$ cat src/logic/rcps_map.svh
`ifndef RCPS_MAP_SVH
`define RCPS_MAP_SVH
// -------------------------------------------------------------------------
// Timing
// -------------------------------------------------------------------------
// System clock period in nanoseconds.
`define RCPS_CLK_NS 50
// Shortest reset pulse that must take effect, in nanoseconds.
`define RCPS_RST_PULSE_NS 50
// Cycles of the shortest reset pulse, rounded up, at least one.
`define RCPS_RST_PULSE_CYC ((`RCPS_RST_PULSE_NS + `RCPS_CLK_NS - 1) / `RCPS_CLK_NS)
// Cycles the RC oscillator needs before it counts as running.
`define RCPS_RC_START_CYC 4'h8
// Boot fetch address after reset release.
`define RCPS_BOOT_ADDR 32'h0000_0000
// -------------------------------------------------------------------------
// PLL limits
// -------------------------------------------------------------------------
`define RCPS_MSEL_MIN 6'h01
`define RCPS_MSEL_MAX 6'h20
`define RCPS_PSEL_DEF 2'h0
// -------------------------------------------------------------------------
// Encodings
// -------------------------------------------------------------------------
`define RCPS_CLKO_RC 2'h0
`define RCPS_CLKO_SYS 2'h1
`define RCPS_CLKO_WDT 2'h2
`define RCPS_CLKO_MAIN 2'h3
`define RCPS_PM_SLEEP 3'h1
`define RCPS_PM_DSLEEP 3'h2
`define RCPS_PM_PDOWN 3'h3
`define RCPS_PM_DPD 3'h4
`endif

$ cat src/logic/rcps_pkg.sv
`default_nettype none
package rcps_pkg;
  // Power states of the processor.
  typedef enum logic [2:0] {
    RCPS_ACTIVE,
    RCPS_SLEEP,
    RCPS_DSLEEP,
    RCPS_PDOWN,
    RCPS_DPD
  } rcps_pm_t;
endpackage : rcps_pkg
`default_nettype wire

$ cat src/logic/rcps_top.sv
`timescale 1ns/1ns
`default_nettype none
`include "rcps_map.svh"
module rcps_top
  import rcps_pkg::*;
(
  input  wire logic        clk_sys,           // System clock, 20 MHz.
  input  wire logic        rst_n,             // Asynchronous reset, active low.
  input  wire logic        reset_pin_n,       // External reset pin, active low.
  input  wire logic        reset_pin_sel,     // Reset function selected on shared pin.
  input  wire logic        wdt_reset,         // Watchdog reset request.
  input  wire logic        por_reset,         // Power-on detector reset.
  input  wire logic        brownout_detector_reset, // Brown-out detector reset.
  input  wire logic        rc_osc_ok,         // RC oscillator running indication.
  input  wire logic        pll_power_req,     // Software request to power the PLL.
  input  wire logic [5:0]  pll_msel_req,      // Requested feedback multiplier.
  input  wire logic [1:0]  pll_psel_req,      // Requested post divider code.
  input  wire logic        pll_locked,        // Lock indication from the PLL.
  input  wire logic        pll_select_req,    // Software selects PLL as main clock.
  input  wire logic        sysosc_en_req,     // Software enables system oscillator.
  input  wire logic        sysosc_stable,     // System oscillator settled.
  input  wire logic [1:0]  clock_output_sel,  // Clock output source select.
  input  wire logic        clk_rc,            // RC oscillator sample.
  input  wire logic        clk_sysosc,        // System oscillator sample.
  input  wire logic        clk_wdt,           // Watchdog oscillator sample.
  input  wire logic        clk_main,          // Main clock sample.
  input  wire logic        pm_enter,          // Pulse: enter the mode below.
  input  wire logic [2:0]  pm_mode,           // Requested reduced-power mode.
  input  wire logic        dpd_lock,          // Lock bit refusing deep power-down.
  input  wire logic        wake_gpio,         // Selected port pin wake.
  input  wire logic        wake_wdt_irq,      // Watchdog interrupt wake.
  input  wire logic        wake_rtc_irq,      // RTC interrupt wake.
  input  wire logic        wake_uart_irq,     // Serial-port interrupt wake.
  input  wire logic        uart_wake_mode,    // Serial port in a wake-capable mode.
  input  wire logic        sleep_irq,         // Any interrupt for sleep exits.
  input  wire logic        deep_sleep_exit_pin, // Wake pin, low requests wake.
  output logic             reset_status_output, // High while internal reset holds.
  output logic             internal_rc_oscillator_en, // RC oscillator enable.
  output logic             flash_init,        // Flash controller init, in reset.
  output logic [31:0]      boot_fetch_addr,   // First fetch address.
  output logic             pll_power,         // PLL powered.
  output logic             pll_bypass,        // PLL bypassed.
  output logic [5:0]       pll_msel,          // Applied multiplier.
  output logic [1:0]       pll_psel,          // Applied post divider code.
  output logic             main_on_pll,       // Main clock runs from PLL.
  output logic             main_on_sysosc,    // Main clock runs from system oscillator.
  output logic             clock_output_pin,  // Selected clock output.
  output logic [2:0]       pm_state,          // Current power state.
  output logic             dpd_refused,       // Pulse: deep power-down refused.
  output logic             core_power_off,    // Core domain unpowered.
  output logic             jtag_sel,          // Boundary scan selected.
  output logic             swd_enable         // Serial-wire debug port enabled.
);

  // -------------------------------------------------------------------------
  // Reset combination
  // -------------------------------------------------------------------------
  logic       rst_hold_ff;   // Internal reset held.
  logic       nxt_rst_hold;
  logic [3:0] rc_cnt_ff;     // RC start-up count.
  logic [3:0] nxt_rc_cnt;
  logic       pin_rst;       // Pin reset request, qualified.
  rcps_pm_t   pm_ff;         // Power state.
  rcps_pm_t   nxt_pm;

  // Pin acts only when selected and not in deep power-down.
  assign pin_rst = reset_pin_sel && !reset_pin_n && (pm_ff != RCPS_DPD);

  // Internal reset is the OR of sources and waits for a running RC.
  // One 50 ns pulse is one cycle, so sampling each edge catches it.
  always_comb
  begin
    nxt_rc_cnt   = rc_cnt_ff;
    nxt_rst_hold = 1'b0;
    if (pin_rst || wdt_reset || por_reset || brownout_detector_reset || !rc_osc_ok)
    begin
      nxt_rc_cnt   = 4'h0;
      nxt_rst_hold = 1'b1;
    end
    else if (rc_cnt_ff != `RCPS_RC_START_CYC)
    begin
      nxt_rc_cnt   = rc_cnt_ff + 4'h1;
      nxt_rst_hold = 1'b1;
    end
  end

  always_ff @(posedge clk_sys or negedge rst_n)
  begin
    if (!rst_n)
    begin
      rst_hold_ff <= 1'b1;
      rc_cnt_ff   <= 4'h0;
    end
    else
    begin
      rst_hold_ff <= nxt_rst_hold;
      rc_cnt_ff   <= nxt_rc_cnt;
    end
  end

  // The RC oscillator enable is tied high; reset inits flash, shows status.
  assign internal_rc_oscillator_en = 1'b1;
  assign flash_init                = rst_hold_ff;
  assign reset_status_output       = rst_hold_ff;
  // Fetch starts at the boot vector on release.
  assign boot_fetch_addr           = `RCPS_BOOT_ADDR;

  // -------------------------------------------------------------------------
  // PLL and main clock
  // -------------------------------------------------------------------------
  logic       pll_pwr_ff, nxt_pll_pwr;
  logic [5:0] msel_ff, nxt_msel;
  logic [1:0] psel_ff, nxt_psel;
  logic       on_pll_ff, nxt_on_pll;
  logic       on_sys_ff, nxt_on_sys;

  // Clamp the multiplier to its legal 1..32 range.
  function automatic logic [5:0] rcps_clamp_msel(input logic [5:0] m);
    if (m < `RCPS_MSEL_MIN) return `RCPS_MSEL_MIN;
    if (m > `RCPS_MSEL_MAX) return `RCPS_MSEL_MAX;
    return m;
  endfunction : rcps_clamp_msel

  // Switching to PLL requires power and lock; falls back if lock drops.
  always_comb
  begin
    nxt_pll_pwr = pll_power_req;
    nxt_msel    = rcps_clamp_msel(pll_msel_req);
    nxt_psel    = pll_psel_req;
    nxt_on_pll  = pll_select_req && pll_pwr_ff && pll_locked;
    nxt_on_sys  = sysosc_en_req && sysosc_stable && !nxt_on_pll;
  end

  // Reset leaves the PLL off and bypassed.
  always_ff @(posedge clk_sys or negedge rst_n)
  begin
    if (!rst_n)
    begin
      pll_pwr_ff <= 1'b0;
      msel_ff    <= `RCPS_MSEL_MIN;
      psel_ff    <= `RCPS_PSEL_DEF;
      on_pll_ff  <= 1'b0;
      on_sys_ff  <= 1'b0;
    end
    else if (rst_hold_ff)
    begin
      pll_pwr_ff <= 1'b0;
      msel_ff    <= `RCPS_MSEL_MIN;
      psel_ff    <= `RCPS_PSEL_DEF;
      on_pll_ff  <= 1'b0;
      on_sys_ff  <= 1'b0;
    end
    else
    begin
      pll_pwr_ff <= nxt_pll_pwr;
      msel_ff    <= nxt_msel;
      psel_ff    <= nxt_psel;
      on_pll_ff  <= nxt_on_pll;
      on_sys_ff  <= nxt_on_sys;
    end
  end

  // The two-bit code gives only 2, 4, 8 or 16, so duty stays even.
  assign pll_power      = pll_pwr_ff;
  assign pll_bypass     = !on_pll_ff;
  assign pll_msel       = msel_ff;
  assign pll_psel       = psel_ff;
  assign main_on_pll    = on_pll_ff;
  assign main_on_sysosc = on_sys_ff;

  // -------------------------------------------------------------------------
  // Clock output
  // -------------------------------------------------------------------------
  logic clko_ff, nxt_clko;

  // One of four sources is registered onto the pin.
  always_comb
  begin
    unique case (clock_output_sel)
      `RCPS_CLKO_RC:   nxt_clko = clk_rc;
      `RCPS_CLKO_SYS:  nxt_clko = clk_sysosc;
      `RCPS_CLKO_WDT:  nxt_clko = clk_wdt;
      `RCPS_CLKO_MAIN: nxt_clko = clk_main;
    endcase
  end

  always_ff @(posedge clk_sys or negedge rst_n)
  begin
    if (!rst_n)
      clko_ff <= 1'b0;
    else
      clko_ff <= nxt_clko;
  end

  assign clock_output_pin = clko_ff;

  // -------------------------------------------------------------------------
  // Power modes
  // -------------------------------------------------------------------------
  logic refuse_ff, nxt_refuse;
  logic pd_wake;

  // Serial-port wake counts only in a wake-capable mode.
  assign pd_wake = pin_rst || wake_gpio || wake_wdt_irq || wake_rtc_irq ||
                   (wake_uart_irq && uart_wake_mode);

  // Four reduced states; lock refuses deep power-down.
  always_comb
  begin
    nxt_pm     = pm_ff;
    nxt_refuse = 1'b0;
    unique case (pm_ff)
      RCPS_ACTIVE:
        if (pm_enter)
        begin
          unique case (pm_mode)
            `RCPS_PM_SLEEP:  nxt_pm = RCPS_SLEEP;
            `RCPS_PM_DSLEEP: nxt_pm = RCPS_DSLEEP;
            `RCPS_PM_PDOWN:  nxt_pm = RCPS_PDOWN;
            `RCPS_PM_DPD:
              if (dpd_lock)
                nxt_refuse = 1'b1;
              else
                nxt_pm = RCPS_DPD;
            default:         nxt_pm = RCPS_ACTIVE;
          endcase
        end
      RCPS_SLEEP:
        if (sleep_irq || pin_rst) nxt_pm = RCPS_ACTIVE;
      RCPS_DSLEEP:
        if (sleep_irq || pin_rst) nxt_pm = RCPS_ACTIVE;
      RCPS_PDOWN:
        if (pd_wake) nxt_pm = RCPS_ACTIVE;
      RCPS_DPD:
        // Only a low wake pin or an RTC wake ends it.
        if (!deep_sleep_exit_pin || wake_rtc_irq) nxt_pm = RCPS_ACTIVE;
      // Codes above deep power-down are unused; fall back to active.
      default: nxt_pm = RCPS_ACTIVE;
    endcase
    // Any chip reset ends the reduced states, except deep power-down,
    // where the sources are unpowered and only the wake paths count.
    if (rst_hold_ff && (pm_ff != RCPS_DPD))
      nxt_pm = RCPS_ACTIVE;
  end

  // Registers only; rst_n is the sole asynchronous clear of the power state.
  always_ff @(posedge clk_sys or negedge rst_n)
  begin
    if (!rst_n)
    begin
      pm_ff     <= RCPS_ACTIVE;
      refuse_ff <= 1'b0;
    end
    else
    begin
      pm_ff     <= nxt_pm;
      refuse_ff <= nxt_refuse;
    end
  end

  assign pm_state       = pm_ff;
  assign dpd_refused    = refuse_ff;
  assign core_power_off = (pm_ff == RCPS_DPD);

  // -------------------------------------------------------------------------
  // Debug port select
  // -------------------------------------------------------------------------
  // Low pin selects boundary scan, high selects SWD; SWD off in reset.
  assign jtag_sel   = !reset_pin_n;
  assign swd_enable = reset_pin_n && !rst_hold_ff;

  // -------------------------------------------------------------------------
  // Checks
  // -------------------------------------------------------------------------
  chk_rst_src_hold: assert property (@(posedge clk_sys) disable iff (!rst_n)
    (wdt_reset || por_reset || brownout_detector_reset) |=> reset_status_output)
    else $error("Reset source did not hold internal reset.");
  chk_rst_release: assert property (@(posedge clk_sys) disable iff (!rst_n)
    $fell(reset_status_output) |-> $past(rc_osc_ok, 2))
    else $error("Reset released without running RC oscillator.");
  chk_pin_pulse: assert property (@(posedge clk_sys) disable iff (!rst_n)
    (!reset_pin_n && reset_pin_sel && pm_ff != RCPS_DPD) |=> reset_status_output)
    else $error("Short reset pulse was missed.");
  chk_pll_off_rst: assert property (@(posedge clk_sys) disable iff (!rst_n)
    reset_status_output |=> (!pll_power && pll_bypass))
    else $error("PLL active after reset.");
  chk_msel_range: assert property (@(posedge clk_sys) disable iff (!rst_n)
    (pll_msel >= `RCPS_MSEL_MIN && pll_msel <= `RCPS_MSEL_MAX))
    else $error("PLL multiplier out of range.");
  chk_pll_lock_sel: assert property (@(posedge clk_sys) disable iff (!rst_n)
    $rose(main_on_pll) |-> $past(pll_locked))
    else $error("PLL selected without lock.");
  chk_dpd_lock: assert property (@(posedge clk_sys) disable iff (!rst_n)
    (pm_ff == RCPS_ACTIVE && pm_enter && pm_mode == `RCPS_PM_DPD && dpd_lock)
      |=> (dpd_refused && pm_ff == RCPS_ACTIVE))
    else $error("Deep power-down entered while locked.");
  chk_dpd_wake: assert property (@(posedge clk_sys) disable iff (!rst_n)
    (pm_ff == RCPS_DPD && deep_sleep_exit_pin && !wake_rtc_irq)
      |=> pm_ff == RCPS_DPD)
    else $error("Deep power-down left without wake.");
  chk_swd_reset: assert property (@(posedge clk_sys) disable iff (!rst_n)
    reset_status_output |-> !swd_enable)
    else $error("SWD enabled during reset.");
  chk_rst_pm_wake: assert property (@(posedge clk_sys) disable iff (!rst_n)
    (reset_status_output && pm_ff != RCPS_DPD) |=> pm_ff == RCPS_ACTIVE)
    else $error("Reduced-power state kept through chip reset.");

endmodule : rcps_top
`default_nettype wire

$ cat config.mk
export PLATFORM = sky130hd
export DESIGN_NAME = rcps_top
export DESIGN_NICKNAME = d
export VERILOG_FILES = /design/src/logic/rcps_pkg.sv /design/src/logic/rcps_top.sv
export VERILOG_INCLUDE_DIRS = /design/src /design/src/logic
export SDC_FILE = /design/constraint.sdc
export NUM_CORES = 1
export LEC_CHECK = 0
export BUFFER_PORTS_ARGS = -buffer_cell sky130_fd_sc_hd__buf_2
export CAP_MARGIN = 20
export CORE_MARGIN = 2
export CORE_UTILIZATION = 42
export DETAILED_ROUTE_END_ITERATION = 16
export PLACE_DENSITY = 0.8
export SYNTH_ARGS = -nofsm -noshare
export SYNTH_HDL_FRONTEND = slang
export SYNTH_SLANG_ARGS = --single-unit
export TNS_END_PERCENT = 50
$ cat constraint.sdc
create_clock -name clk_sys -period 1.9 [get_ports clk_sys]
set_input_delay 0.095 -clock clk_sys [delete_from_list [all_inputs] [get_ports clk_sys]]
set_output_delay 0.095 -clock clk_sys [all_outputs]
set_load 0.05 [all_outputs]
# Word-level counts from Yosys, hierarchy flattened
# Cells that the tools add are included.
word_totals:
  reg_bits: 21
  inputBits: 39
  output_inout_bits: 55
  elab_cells: 90
classes:
  add_sub_neg: 1
  order_cmp: 2
  eq_ne: 18
  n_mux: 29
  n_reduce_logical: 30
op_table:
  columns: ["operator", "count"]
  rows:
  - ["$mux 6", 5]
  - ["$pmux 3 s4", 2]
  - ["$mux 3", 6]
  - ["$eq 3x2->1 const B", 4]
  - ["$mux 1", 12]
  - ["$logic_or 1x1->1", 10]
  - ["$logic_and 1x1->1", 9]
  - ["$ne 3x3->1 const B", 3]
  - ["$mux 4", 2]
  - ["$ne 4x4->1 const B", 2]
  - ["$eq 3x1->1 const B", 2]
  - ["$eq 3x3->1 const B", 2]
  - ["$gt 6x6->1 const B", 1]
  - ["$logic_not 1->1", 6]
  - ["$lt 6x1->1 const B", 1]
  - ["$ne 3x1->1 const B", 2]
  - ["$reduce_and 5->1", 1]
  - ["$add 4x1->4 const B", 1]
  - ["$eq 2x2->1 const B", 2]
  - ["$pmux 1 s4", 1]
  - ["$logic_not 3->1", 1]
  - ["$eq 2x1->1 const B", 1]
  - ["$logic_not 2->1", 1]
  - ["$mux 2", 1]
  - ["2 further kinds", 2]

# Depth between registers and ports, before layout
# Gate-level depths: netlist (run 1).
logic_depth:
  ltp_word: 10
  ltp_mapped: 5

# Worst setup path before layout (run 1)
# No wires, ideal clock.
synth_timing:
  path_type: "reg-to-reg"
  from: "register pm_ff[2] (netlist: pm_state[2])"
  to: "register rst_hold_ff (netlist: flash_init)"
  setup_ns: 0.082
  arrival_time_ns: 1.684
  t_required_ns: 1.818
  slack_ns: 0.134
  path_stages_with_launch: 4
  path_buffers: 0
  period_less_slack_ns: 1.766
  path_cell_list: "dfrtp_1 nor3b_4 o21ai_2 or2_1"
synth_between:
  elab_chain_len: 7
synth_rtl:
  columns: ["element", "line_no", "rtl"]
  rows:
  - ["start: declaration", "rcps_top.sv:63", "rcps_pm_t pm_ff;"]
  - ["start signal: assignment", "rcps_top.sv:256", "pm_ff <= nxt_pm;"]
  - ["$ne 3x3->1", "rcps_top.sv:67", "assign pin_rst = reset_pin_sel && !reset_pin_n && (pm_ff != RCPS_DPD);"]
  - ["$logic_and 1x1->1", "rcps_top.sv:67", null]
  - ["$logic_or 1x1->1 (4 in series)", "rcps_top.sv:75", "if (pin_rst || wdt_reset || por_reset || brownout_detector_reset || !rc_osc_ok)"]
  - ["$mux 1", "rcps_top.sv:75", null]
  - ["net nxt_rst_hold", "rcps_top.sv:59", "logic nxt_rst_hold;"]
  - ["end signal: assignment", "rcps_top.sv:96", "rst_hold_ff <= nxt_rst_hold;"]
  - ["end: declaration", "rcps_top.sv:58", "logic rst_hold_ff;"]
# The timed path passes the listed nets, and every way through them passes these cells.
# A chain may end at the register's enable or synchronous reset.

# Final worst setup path (run 1)
layout_timing:
  from: "register pm_ff[0] (netlist: pm_state[0])"
  to: "output port core_power_off"
layout_between:
  elab_chain_len: 1
layout_rtl:
  columns: ["element", "line_no", "rtl"]
  rows:
  - ["$eq 3x3->1", "rcps_top.sv:263", "assign core_power_off = (pm_ff == RCPS_DPD);"]
  - ["end: declaration", "rcps_top.sv:50", "output logic core_power_off,"]
# Every way passes these cells.

==> results of run 1 <==
[layer usage]
layer	share of wire, %	wire (um)	track usage, %	up-vias
li1	-	-	-	447
met1	37	839	15.2	437
met2	50	1130	24.5	67
met3	12	283	3.13	2
met4	0.62	14	6.64	0
met5	0	0	0	-
[registers in the layout, summed over array words and instances, names as in the netlist]
signal            cells
pll_msel              6
rc_cnt_ff             4
pm_state              3
pll_psel              2
clock_output_pin      1
dpd_refused           1
flash_init            1
main_on_pll           1
main_on_sysosc        1
pll_power             1
[cells in the final DEF, fill, tap and decap left out, types with 2 or more instances in the layout]
cell type | netlist | routed
a21oi_1 | 2 | 2
and2_1 | 4 | 4
buf_2 | 1 | 60
clkbuf_4 | 0 | 3
conb_1 | 2 | 33
dfrtp_1 | 19 | 19
dfstp_2 | 2 | 2
dlygate4sd3_1 | 0 | 7
ha_1 | 2 | 2
inv_1 | 4 | 4
mux2i_1 | 2 | 2
nand2_1 | 2 | 2
nand3_1 | 4 | 4
nand3b_1 | 2 | 2
nand4b_1 | 2 | 2
nor2_1 | 11 | 11
nor2b_1 | 4 | 4
nor4b_4 | 2 | 2
[stage by stage]
stage          util [%]  hold slack (ns)  setup WS (ns)  total power [mW]
6_report           54.9          0.00958          0.455             0.910
5_1_grt            54.9          0.00472          0.374             0.949
4_1_cts            54.5          0.00227          0.434             0.919
3_5_place_dp       51.3           0.0826          0.717             0.692
3_3_place_gp       51.3           0.0758          0.762             0.690
2_1_floorplan         -           -0.201          0.134             0.686
[cell usage after synthesis]
master,instances
nand4b_1,2
nor4b_4,2
and3_1,1
o21bai_1,1
or2_1,1
a31oi_1,1
dfrtp_1,19
nor2b_1,4
nor2_1,11
and4b_1,1
o21ai_1,1
ha_1,2
o31ai_1,1
buf_2,1
nor4_1,1
xnor2_1,1
nand2_1,2
o21ai_0,1
mux2i_1,2
nand2b_1,1
and2_1,4
xor2_1,1
nand3b_1,2
dfstp_2,2
nor3b_4,1
conb_1,2
nor4b_1,1
buf_4,34
inv_1,4
o21ai_2,1
nor3b_2,1
a21oi_1,2
mux4_2,1
nand3_1,4
[worst min path at each step]
stage               slack, ns               end  depth (start not counted)
CTS                     0.002       pll_msel[4]                          2
global placement         0.08      rc_cnt_ff[3]                          1
floorplan               -0.20  clock_output_pin                          0
detailed placement       0.08      rc_cnt_ff[3]                          1
finish                   0.01       pll_psel[1]                          2
global route            0.005       pll_msel[3]                          2
[power groups by stage]
stage	sequential [mW]	clock, mW	combinational (mW)
after global placement	0.460	0	0.231
after CTS	0.451	0.226	0.242
after global routing	0.452	0.240	0.257
after floorplan	0.469	0	0.218
after detailed placement	0.459	0	0.233
final	0.451	0.215	0.244
[cell type report]
cell class	instances	area, um2
inverters	4	15.0
flip-flops and latches	21	528
multi-input cells	87	533
clock inverters	1	5.00
fillers	250	1240
clock buffers	3	22.5
well taps	31	38.8
repair buffers	67	370
[cell families (layout without fill, tap and decap cells)]
group,Yosys count,in the layout
AOI/OAI and AO/OA,8,8
xor gates and xnor gates,2,2
adders and majority gates,2,2
buffers and inverters,39,75
DFF,21,21
muxes,3,3
other,2,33
and+or+nand+nor,39,39
[timing repair]
item,CTS,global route
endpoints found under the setup margin,0,0
hold endpoints to repair,24,1
hold buffers,6,1
==> results.py, run 1 <==
metrics = {
    "run_status": {
        "status": "finished, final reports clean",
    },
    "placed_design": {
        "place.gp.congestion": 0.882,
        "dp_hpwl_um": 1860,
        "dpl_cell_area_um2": 1420,
        "numPlacedInstances": 203,
        "io_buffers": 60,
    },
    "flow_run": {
        "cap_violations": 0,
    },
    "global_route": {
        "overflow": 0,
        "grt_max_degree": 22,
        "grt_pass1_vias": 859,
        "grt_usage_pct": 13.7,
        "grt_pass1_wl_um": 3450,
        "grt_antenna_before_repair": 0,
    },
    "clock_network": {
        "postCtsSetupBuffers": 0,
        "cts_resized": 0,
        "cts_tree": "done",
        "clkTransAtPathRegs_ns": 0.12,
        "root_buffer": "clkbuf_4",
        "cts_buffer_depth": 2,
        "htreeDepth": 1,
        "numCtsBuffers": 3,
        "clock-sinks": 21,
        "insertion_delay_ns": 0.30,
    },
    "timing": {
        "drv_slew": 0,
        "setup_violations": 0,
        "setup_tns_ns": 0,
        "finalCritPeriodShare_pct": 76.1,
        "min_period_ns": 1.45,
        "clock_skew_ns": 0.00190,
        "hold_viol": 0,
        "rsz0062_at_grt": "false",
        "fmax_mhz": 692,
    },
    "final_layout": {
        "antenna_cells": 0,
        "area.growth.synth_to_final_pct": 24.0,
        "design_area_um2": 1510,
        "nets": 225,
        "stdcell_count": 214,
        "final_layout_size_suffix_gt1_share_pct": 39.3,
    },
    "synthesis": {
        "yosysSeqAreaShare_pct": 43.3,
        "synth_top_family_by_area": "buffers and inverters",
        "yosysWarnings": 0,
        "synthSimpleGateAreaFrac_pct": 22.5,
        "synth_area_per_cell_um2": 10.5,
        "synthCells": 116,
        "synth_fa_ha_area_share_pct": 2.05,
        "synth_area_leaders": "dfrtp_1 (39%), buf_4 (21%), dfstp_2 (4.3%), nor4b_4 (3.9%), nor2_1 (3.4%)",
        "synthXorXnorAreaFrac_pct": 1.44,
        "synth_largest_area_cell": "dfrtp_1",
        "synth_compound_area_share_pct": 4.10,
        "synthMuxAreaShare_pct": 3.49,
        "ys_types": 34,
        "synth_top_area_share_pct": 39.0,
        "yosys_register_bits": 21,
        "synthesis.area_um2": 1220,
    },
    "die": {
        "die_h_um": 57.9,
        "die_area_um2": 3350,
        "initial_core_util_pct": 44.2,
        "pin_count": 94,
        "dieWidth_um": 57.9,
        "num_rows": 19,
        "core_um2": 2760,
    },
    "critical_path": {
        "r2r_start": "rc_cnt_ff[0]",
        "crit_end": "core_power_off",
        "cp.depth": 2,
        "r2r_end": "rc_cnt_ff[1]",
        "cpPeakStageDelay_ns": 0.48,
        "critical-path-top-delay-family": "flip-flops",
        "rr_worst_depth": 5,
        "reg2reg_slack_ns": 0.71,
        "critPathMaxFanout": 6,
        "worst-setup-path-type": "flop to output pin",
        "crit_required_ns": 1.80,
        "setup.worst_path.start": "pm_state[0]",
        "start_kind": "flop",
        "crit_chain": "nor3b_4 -> buf_2",
        "end_kind": "output pin",
        "cp_data_arrival_time_ns": 1.35,
        "slowest_stage": "dfrtp_1",
        "cp_num_buf_inv": 1,
    },
    "power": {
        "pwr-share-seq_pct": 49.6,
        "internal_power_mw": 0.581,
        "vdd_drop_max_v": 0.000359,
        "power_leakage_nw": 0.835,
        "power.density_nw_per_um2": 601,
        "power.switching_mw": 0.329,
        "power_frac_clock_pct": 23.6,
        "combPwrFrac_pct": 26.8,
        "switching_share_pct": 36.2,
    },
    "min_path": {
        "holdCritPathClass": "primary input to flop",
        "hold_path_startpoint": "pll_psel_req[1]",
    },
    "routing": {
        "route.detailed.drc": 0,
        "vias": 953,
        "drt_iter0_drc": 60,
        "wl_per_cell_um": 10.6,
        "routed_wl_um": 2270,
        "ant_nets": 0,
        "drt-pass1-iter-count": 4,
        "via_per_inst": 4.45,
    },
}
Note: power is estimated with default switching activity, not from simulation.
==> run 2, diff against run 1 <==
--- a/config.mk
+++ b/config.mk
@@ -9,9 +9,9 @@
 export BUFFER_PORTS_ARGS = -buffer_cell sky130_fd_sc_hd__buf_2
 export CAP_MARGIN = 20
 export CORE_MARGIN = 2
-export CORE_UTILIZATION = 42
+export CORE_UTILIZATION = 35
 export DETAILED_ROUTE_END_ITERATION = 16
-export PLACE_DENSITY = 0.8
+export PLACE_DENSITY = 0.71
 export SYNTH_ARGS = -nofsm -noshare
 export SYNTH_HDL_FRONTEND = slang
 export SYNTH_SLANG_ARGS = --single-unit
==> constraint.sdc (replaced) <==
create_clock -name clk_sys -period 1.3 [get_ports clk_sys]
set_input_delay 0.065 -clock clk_sys [delete_from_list [all_inputs] [get_ports clk_sys]]
set_output_delay 0.065 -clock clk_sys [all_outputs]
set_load 0.05 [all_outputs]
==> results.py, run 2 (synthesis gave the netlist of run 1 again) <==
metrics = {
    "placed_design": {
        "place.gp.congestion": 0.772,
        "io_buffers": 60,
        "dp_hpwl_um": 1810,
        "numPlacedInstances": 218,
        "place_ws_ns": 0.102,
        "dpl_cell_area_um2": 1440,
    },
    "die": {
        "pin_count": 94,
        "dieWidth_um": 63.0,
        "initial_core_util_pct": 36.6,
        "num_rows": 21,
        "die_area_um2": 3970,
        "core_um2": 3340,
        "die_h_um": 63.0,
    },
    "critical_path": {
        "worst-setup-path-type": "flop to output pin",
        "cpPeakStageDelay_ns": 0.47,
        "crit_chain": "nor3b_4 -> buf_6",
        "start_kind": "flop",
        "slowest_stage": "dfrtp_2",
        "critPathMaxFanout": 5,
        "cp_data_arrival_time_ns": 1.21,
        "end_kind": "output pin",
        "crit_required_ns": 1.24,
    },
    "clock_network": {
        "root_buffer": "clkbuf_4",
        "clock-sinks": 21,
        "cts_tree": "done",
        "clkTransAtPathRegs_ns": 0.11,
        "htreeDepth": 1,
        "cts_buffer_depth": 2,
        "insertion_delay_ns": 0.29,
        "numCtsBuffers": 3,
    },
    "routing": {
        "drt_iter0_drc": 33,
        "routed_wl_um": 2390,
        "ant_nets": 0,
        "wl_per_cell_um": 10.1,
        "vias": 964,
        "route.detailed.drc": 0,
        "drt-pass1-iter-count": 2,
        "via_per_inst": 4.05,
    },
    "final_layout": {
        "stdcell_count": 238,
        "final_util_pct": 49.0,
        "final_common_cell": "buf_2",
        "area.growth.synth_to_final_pct": 33.9,
        "design_area_um2": 1630,
        "nets": 234,
        "mostFrequentLayoutCells": "buf_2 (57), conb_1 (33), dfrtp_1 (16)",
        "antenna_cells": 0,
        "top_register": "pll_msel",
        "largest_reg_flops": 6,
        "final_layout_size_suffix_gt1_share_pct": 41.7,
    },
    "timing": {
        "setup_tns_ns": 0,
        "rsz0062_at_grt": "true",
        "finalCritPeriodShare_pct": 97.8,
        "fmax_mhz": 786,
        "setup_violations": 0,
        "min_period_ns": 1.27,
        "hold_viol": 0,
        "drv_slew": 0,
        "setup_ws_ns": 0.0283,
        "clock_skew_ns": 0.00134,
    },
    "global_route": {
        "grt_pass1_vias": 860,
        "grt_usage_pct": 11.6,
        "grt_antenna_before_repair": 0,
        "grt_max_degree": 22,
        "overflow": 0,
        "grt_pass1_wl_um": 3620,
    },
    "min_path": {
        "holdCritPathClass": "primary input to flop",
    },
    "power": {
        "power.density_nw_per_um2": 814,
        "power_leakage_nw": 0.872,
        "vdd_drop_max_v": 0.000323,
    },
    "run_status": {
        "status": "finished, final reports clean",
    },
    "flow_run": {
        "cap_violations": 0,
    },
}
==> run 2: path summary, 6_finish.rpt <==
path	startpoint	to	slack, ns	cells past startpoint
worst min register to register	pm_state[2]	pm_state[2]	0.60	3
worst max-delay path	pm_state[0]	core_power_off	0.03	2
min in group asynchronous	rst_n	rc_cnt_ff[3]	0.24	2
worst min-delay path	pll_msel_req[0]	pll_msel[0]	0.02	3
max in group asynchronous	rst_n	pll_msel[0]	0.71	2
worst max register to register	pm_state[0]	pm_state[0]	0.06	5
==> run 2: per-layer routing <==
metal / global-route usage, % / vias up / wire length (um)
met5: 0 / - / 0
met4: 5.56 / 0 / 14
met3: 2.88 / 2 / 254
met2: 20.3 / 63 / 1220
met1: 13.1 / 428 / 903
li1: - / 471 / -
==> run 2: final cells by class <==
cell class	instances	area [um2]
Timing Repair Buffer	76	462
Fill cell	330	1700
Multi-Input combinational cell	87	542
Clock buffer	4	26.3
Sequential cell	21	532
Tap cell	46	57.6
Inverter	4	15.0
==> run 2: power by group <==
part           switching [mW]  internal, mW
Clock                   0.185         0.119
Sequential            0.00163         0.658
Combinational           0.282        0.0848
==> run 2: worst max-delay path: cells and delay by family, from the launching register on <==
kind | cells | cell delay [ns]
simple gates | 1 | 0.25
flops | 1 | 0.47
buf+inv | 1 | 0.19
==> run 2: timing repair <==
action | CTS | global route
hold endpoints to repair | 29 | 0
endpoints found under the setup margin | 4 | 3
setup buffers | 1 | 3
hold buffers | 12 | 0
cloned | 0 | 0
resized for setup | 4 | 3
pin swaps | 0 | 1
==> run 2: through the flow <==
step	total power [mW]	hold slack (ns)
global route	1.41	0.0192
detailed placement	1.01	0.0508
CTS	1.35	0.0155
global placement	1.01	0.0531
finish	1.33	0.0218
floorplan	1.00	-0.231
